$ cat config.mk
export PLATFORM = sky130hd
export DESIGN_NAME = pcd_detector
export DESIGN_NICKNAME = d
export VERILOG_FILES = /design/src/pcd_pkg.sv /design/src/pcd_detector.sv
export SDC_FILE = /design/constraint.sdc
export NUM_CORES = 1
export LEC_CHECK = 0
export BUFFER_PORTS_ARGS = -buffer_cell sky130_fd_sc_hd__buf_4
export CORE_MARGIN = 10
export CORE_UTILIZATION = 47
export CTS_CLUSTER_DIAMETER = 50
export DETAILED_ROUTE_END_ITERATION = 10
export PLACE_DENSITY = 0.78
export SLEW_MARGIN = 10
export SYNTH_ARGS = -nofsm -noshare
export SYNTH_HDL_FRONTEND = slang
export SYNTH_SLANG_ARGS = --single-unit
$ cat constraint.sdc
create_clock -name clk -period 1.55 [get_ports clk]
set_input_delay 0.155 -clock clk [delete_from_list [all_inputs] [get_ports clk]]
set_output_delay 0.155 -clock clk [all_outputs]
set_load 0.05 [all_outputs]
$ cat src/pcd_pkg.sv
// package of register map, field positions and reset values for the pin change detector
package pcd_pkg;
    // number of monitored port pins
    localparam int PCD_PINS = 8;
    // apb geometry
    localparam int PCD_ADDR_W = 8;
    localparam int PCD_DATA_W = 32;
    // register byte addresses
    localparam logic [7:0] PCD_RISE_OFS = 8'h00;
    localparam logic [7:0] PCD_FALL_OFS = 8'h04;
    localparam logic [7:0] PCD_FLAG_OFS = 8'h08;
    localparam logic [7:0] PCD_CTRL_OFS = 8'h0c;
    localparam logic [7:0] PCD_STAT_OFS = 8'h10;
    localparam logic [7:0] PCD_MASK_OFS = 8'h14;
    // control register fields
    localparam int PCD_CTRL_MASTER_BIT = 0;
    localparam int PCD_CTRL_SUMMARY_BIT = 1;
    // reset values
    localparam logic [7:0] PCD_RISE_RST = 8'h00;
    localparam logic [7:0] PCD_FALL_RST = 8'h00;
    localparam logic [7:0] PCD_FLAG_RST = 8'h00;
    localparam logic PCD_MASTER_RST = 1'b0;
    localparam logic [7:0] PCD_STAT_RST = 8'h00;
    localparam logic [7:0] PCD_MASK_RST = 8'h00;
    localparam logic [31:0] PCD_RDATA_RST = 32'h0000_0000;
endpackage

$ cat src/pcd_detector.sv
// port pin change detector: edge detect, flags, master enable, wake and apb registers
//
// Implementation choices: the register offsets and the APB interface to the registers.
`timescale 1ns/1ns
module pcd_detector
    import pcd_pkg::*;
#(
    parameter int Pins = PCD_PINS
) (
    input wire logic clk,
    input wire logic rst_b,
    input wire logic psel,
    input wire logic penable,
    input wire logic pwrite,
    input wire logic [PCD_ADDR_W-1:0] paddr,
    input wire logic [PCD_DATA_W-1:0] pwdata,
    input wire logic [3:0] pstrb,
    output logic [PCD_DATA_W-1:0] prdata,
    output logic pready,
    output logic pslverr,
    input wire logic [Pins-1:0] monitoredPin,
    input wire logic sleepMode,
    output logic changeIrq,
    output logic changeSummaryFlag,
    output logic wakeReq,
    output logic irq
);

    // refuse any pin count other than the 8 the registers are sized for
    if (Pins != PCD_PINS) begin : gPinCheck
        $error("pcd_detector: Pins must equal the register width");
    end

    // whole state of the block
    typedef struct packed {
        logic [Pins-1:0] sync1;
        logic [Pins-1:0] sync2;
        logic [Pins-1:0] prev;
        logic [Pins-1:0] riseEn;
        logic [Pins-1:0] fallEn;
        logic [Pins-1:0] flags;
        logic master;
        logic [Pins-1:0] stat;
        logic [Pins-1:0] mask;
        logic [PCD_DATA_W-1:0] rdata;
        logic slvErr;
        logic wake;
    } pcd_state_s;

    pcd_state_s q;
    pcd_state_s d;

    logic [Pins-1:0] riseP;
    logic [Pins-1:0] fallP;
    logic [Pins-1:0] setVec;
    logic setupPh;
    logic accessPh;
    logic wrAcc;
    logic rdAcc;
    logic hitRise;
    logic hitFall;
    logic hitFlag;
    logic hitCtrl;
    logic hitStat;
    logic hitMask;
    logic mapped;
    logic wrLane0;
    logic wrFlags;
    logic rdStat;

    // per-pin edge pulses and arming
    for (genvar i = 0; i < Pins; i++) begin : gPin
        assign riseP[i] = q.sync2[i] & ~q.prev[i];
        assign fallP[i] = ~q.sync2[i] & q.prev[i];
        // each polarity gated by its own enable, both may be armed at once
        assign setVec[i] = (riseP[i] & q.riseEn[i]) | (fallP[i] & q.fallEn[i]);
    end

    // apb phase and address decode
    assign setupPh = psel & ~penable;
    assign accessPh = psel & penable;
    assign wrAcc = accessPh & pwrite;
    assign rdAcc = accessPh & ~pwrite;
    assign hitRise = (paddr == PCD_RISE_OFS);
    assign hitFall = (paddr == PCD_FALL_OFS);
    assign hitFlag = (paddr == PCD_FLAG_OFS);
    assign hitCtrl = (paddr == PCD_CTRL_OFS);
    assign hitStat = (paddr == PCD_STAT_OFS);
    assign hitMask = (paddr == PCD_MASK_OFS);
    assign mapped = hitRise | hitFall | hitFlag | hitCtrl | hitStat | hitMask;
    assign wrLane0 = wrAcc & pstrb[0];
    assign wrFlags = wrLane0 & hitFlag;
    assign rdStat = rdAcc & hitStat;

    // next-state logic
    always_comb begin
        d = q;
        // two-stage synchroniser, then the previous sample
        d.sync1 = monitoredPin;
        d.sync2 = q.sync1;
        d.prev = q.sync2;
        // edge enable, control and mask registers
        if (wrLane0 && hitRise) begin
            d.riseEn = pwdata[Pins-1:0];
        end
        if (wrLane0 && hitFall) begin
            d.fallEn = pwdata[Pins-1:0];
        end
        if (wrLane0 && hitCtrl) begin
            d.master = pwdata[PCD_CTRL_MASTER_BIT];
        end
        if (wrLane0 && hitMask) begin
            d.mask = pwdata[Pins-1:0];
        end
        // flags: a written zero clears, a one keeps; the edge set is or'ed last
        if (wrFlags) begin
            d.flags = q.flags & pwdata[Pins-1:0];
        end
        d.flags = d.flags | setVec;
        // status: clear only what the read returned, new events still land
        if (rdStat) begin
            d.stat = q.stat & ~q.rdata[Pins-1:0];
        end
        d.stat = d.stat | setVec;
        // read data and error captured in the setup cycle
        if (setupPh) begin
            d.slvErr = ~mapped;
            d.rdata = PCD_RDATA_RST;
            if (!pwrite) begin
                unique case (1'b1)
                    hitRise: d.rdata[Pins-1:0] = q.riseEn;
                    hitFall: d.rdata[Pins-1:0] = q.fallEn;
                    hitFlag: d.rdata[Pins-1:0] = q.flags;
                    hitCtrl: begin
                        d.rdata[PCD_CTRL_MASTER_BIT] = q.master;
                        d.rdata[PCD_CTRL_SUMMARY_BIT] = |q.flags;
                    end
                    hitStat: d.rdata[Pins-1:0] = q.stat;
                    hitMask: d.rdata[Pins-1:0] = q.mask;
                    default: d.rdata = PCD_RDATA_RST;
                endcase
            end
        end
        // wake raised together with the flag it reports
        d.wake = sleepMode & q.master & (|setVec);
    end

    // state register with synchronous active-low reset
    always_ff @(posedge clk) begin
        if (!rst_b) begin
            q.sync1 <= '0;
            q.sync2 <= '0;
            q.prev <= '0;
            q.riseEn <= PCD_RISE_RST;
            q.fallEn <= PCD_FALL_RST;
            q.flags <= PCD_FLAG_RST;
            q.master <= PCD_MASTER_RST;
            q.stat <= PCD_STAT_RST;
            q.mask <= PCD_MASK_RST;
            q.rdata <= PCD_RDATA_RST;
            q.slvErr <= 1'b0;
            q.wake <= 1'b0;
        end else begin
            q <= d;
        end
    end

    // outputs
    assign prdata = q.rdata;
    assign pready = 1'b1; // zero wait states
    assign pslverr = q.slvErr & accessPh;
    assign changeSummaryFlag = |q.flags;
    assign changeIrq = q.master & (|q.flags);
    assign wakeReq = q.wake;
    assign irq = |(q.stat & q.mask);
endmodule

==> impl_metrics.py <==
metrics = {
    "logic_synthesis": {
        "avgSynthCellArea_um2": 9.608,
        "synth-edff-count": 0,
        "yosysMostFrequentCell": "dfxtp_1",
        "ys_types": 36,
        "synth_top_area_frac": 0.4440,
        "synth_top_area_cell": "dfxtp_1",
        "synth.yosys.warnings": 0,
        "synth_ff_type": "dfxtp_1",
        "synth_common_cells": "dfxtp_1 (75), nand2_1 (44), buf_4 (33)",
        "synth_cells": 352,
        "ys_ff_latch": 75,
        "seq_area_frac_synth": 0.4440,
        "synth_area_leaders": "dfxtp_1 (44%), mux2i_1 (8.0%), buf_4 (7.3%)",
        "synth_area_mm2": 0.003382,
        "synthArstFlopShare": 0,
    },
    "power": {
        "clockPowerShare": 0.361,
        "pwr-share-seq": 0.527,
        "p_leak_nw": 1.839,
        "internal_power_mw": 2.685,
        "combPwrFrac": 0.112,
        "swShare": 0.2850,
        "ir_drop_mv": 0.5438,
        "power.switching_mw": 1.070,
        "p_total_mw": 3.755,
        "cellPowerDensity_mw_per_mm2": 911.9,
    },
    "global_routing": {
        "gr-total-overflow": 0,
        "grt_max_degree": 49,
        "grt_first_pass_wirelength_um": 13520,
        "grt_antenna_before_repair": 0,
        "track_usage": 0.1493,
        "grt_pass1_vias": 2692,
    },
    "floorplanning": {
        "placementRows": 30,
        "dieArea_mm2": 0.01099,
        "io_pins": 96,
        "die_y_um": 104.8,
        "fp.coreArea_mm2": 0.006907,
        "die-width_um": 104.8,
        "floorplan.initialDensity": 0.4897,
    },
    "timing": {
        "finalSetupViolCount": 2,
        "rsz0062_at_grt": "true",
        "worst_clock_skew_ns": 0.005988,
        "min_period_over_period": 1.071,
        "fin_hold_ws_ns": 0.05021,
        "min_period_ns": 1.660,
        "worstMarginPinSlew_ns": 0.5165,
        "hold_violations": 0,
        "fin_ws_ns": -0.1096,
        "slew_headroom": 0.6520,
        "max_freq_mhz": 602.5,
        "finalMaxSlewViolations": 0,
    },
    "clocking": {
        "clock-sinks": 75,
        "path_clk_slew_ns": 0.08,
        "cts_htree_levels": 3,
        "clk_latency_ns": 0.36,
        "cts_buffer_depth": 2,
        "cts_root_buf": "clkbuf_8",
        "cts_made_buffers": 9,
        "cts_tree": "done",
    },
    "drt": {
        "drtIter0Drc": 197,
        "ant_nets": 0,
        "vias": 2693,
        "wl_per_cell_um": 16.22,
        "drc": 0,
        "viasPerCell": 5.260,
        "drtPass1Iterations": 4,
        "wl_um": 8306,
    },
    "setup_path": {
        "path_cells": "nor4_4 > buf_4 > nand2_4 > and2_4 > buf_8",
        "crit_buf_inv": 2,
        "path_delay_family": "simple AND/OR/NAND/NOR gates",
        "cpPeakStageDelay_ns": 0.34,
        "cp.arrival_ns": 1.50,
        "critPathLaunchType": "register",
        "worstPathMaxFanout": 3,
        "path_class": "reg -> out",
        "setup.worst_path.end_class": "primary output",
        "critPathRequiredTime_ns": 1.39,
        "slowest_stage": "dfxtp_2",
    },
    "finish": {
        "seqCellArea_mm2": 0.001505,
        "syn2layout_area_growth_pct": 21.75,
        "nFillCells": 591,
        "drive_gt1_frac": 0.2404,
        "multi_input_comb_area_mm2": 0.001677,
        "post-route-util": 0.5962,
        "n_antenna_cell": 0,
        "final_nets": 469,
    },
    "worst_hold_path": {
        "min_path_type": "in -> reg",
    },
    "placement": {
        "portBuffers": 43,
        "dp.final_hpwl_um": 6054,
        "place.gp.congestion": 0.8581,
        "dp_slack_ns": -0.1074,
    },
    "status": {
        "violations": "setup timing",
        "status": "finished, violations left",
    },
    "run": {
        "drv_cap": 0,
    },
}
metrics by stage:
step | std cells | TNS [ns] | cell area [µm²]
after floorplan | 375 | 0 | 3471
after global placement | 487 | -0.6461 | 3799
after detailed placement | 487 | -1.043 | 3799
after CTS | 512 | -0.1057 | 4111
after global routing | 512 | -0.2675 | 4118
final | 512 | -0.1215 | 4118
power by group through the flow:
| stage | clock network [mW] | logic (mW) | registers, mW |
|---|---|---|---|
| 2_1_floorplan | 0 | 0.336 | 2.02 |
| 3_3_place_gp | 0 | 0.396 | 2.02 |
| 3_5_place_dp | 0 | 0.401 | 2.03 |
| 4_1_cts | 1.39 | 0.418 | 1.98 |
| 5_1_grt | 1.46 | 0.449 | 1.98 |
| 6_report | 1.36 | 0.421 | 1.98 |
per-layer routing:
| metal | vias to the layer above | share of wire | global-route usage |
|---|---|---|---|
| li1 | 1305 | - | - |
| met1 | 1262 | 0.43 | 0.1848 |
| met2 | 115 | 0.47 | 0.2327 |
| met3 | 11 | 0.087 | 0.05221 |
| met4 | 0 | 0.013 | 0.05784 |
| met5 | - | 0 | 0 |
placed cells by master, fill, tap and decap left out, types with 4 or more instances in the layout:
cell and n:
and2_1 25, o21ai_0 19, o21a_1 8, dfxtp_1 72, dlygate4sd3_1 8, mux4_1 4, nor2_1 15, nand3b_1 9
conb_1 25, nand2_1 43, clkbuf_8 9, a211oi_1 8, nor3_1 9, mux2i_1 27, a22oi_1 9, buf_4 67
a21boi_0 9
worst min-delay path, delay by kind of cell:
family | cells | cell delay [ns]
and+or+nand+nor | 2 | 0.12
buffers and inverters | 1 | 0.09
sequential cells by signal, summed over array words and instances (netlist names):
name and count:
d 16, prdata 8, wakeReq 1, q 50
repair_timing:
action                                 in CTS  in global routing
cloned                                      0                  0
setup endpoints to repair                   2                  3
gates resized for setup                    10                  2
pin swaps                                   2                  1
endpoints found under the hold margin       8                  0
setup buffers                               1                  0
hold buffers                                8                  0
kinds of logic after synthesis:
| group | synth area share |
|---|---|
| simple gates | 0.2064 |
| flops | 0.4440 |
| compound gates | 0.1173 |
| buf+inv | 0.09915 |
| mux | 0.1310 |
| other cells | 0.002221 |
final cells by class:
type,count,area share
multi-input combinational,247,0.4072
sequential,75,0.3655
timing repair buffer,78,0.1550
clock buffer,9,0.03008
tap,96,0.02917
clock inverter,7,0.01307
path summary, 6_finish.rpt:
kind / cells after the start / to / startpoint / slack, ns
hold reg to reg: 1 / d[80]$_SDFF_PN0_ / d[88]$_SDFF_PN0_ / 0.43
setup reg to reg: 4 / wakeReq$_SDFF_PN0_ / q[79]$_SDFF_PN0_ / 0.20
setup / recovery: 5 / changeIrq / q[57]$_SDFF_PN0_ / -0.11
hold / removal: 3 / q[54]$_SDFF_PN0_ / pwdata[3] / 0.05
Power figures use the tool's default switching activity.
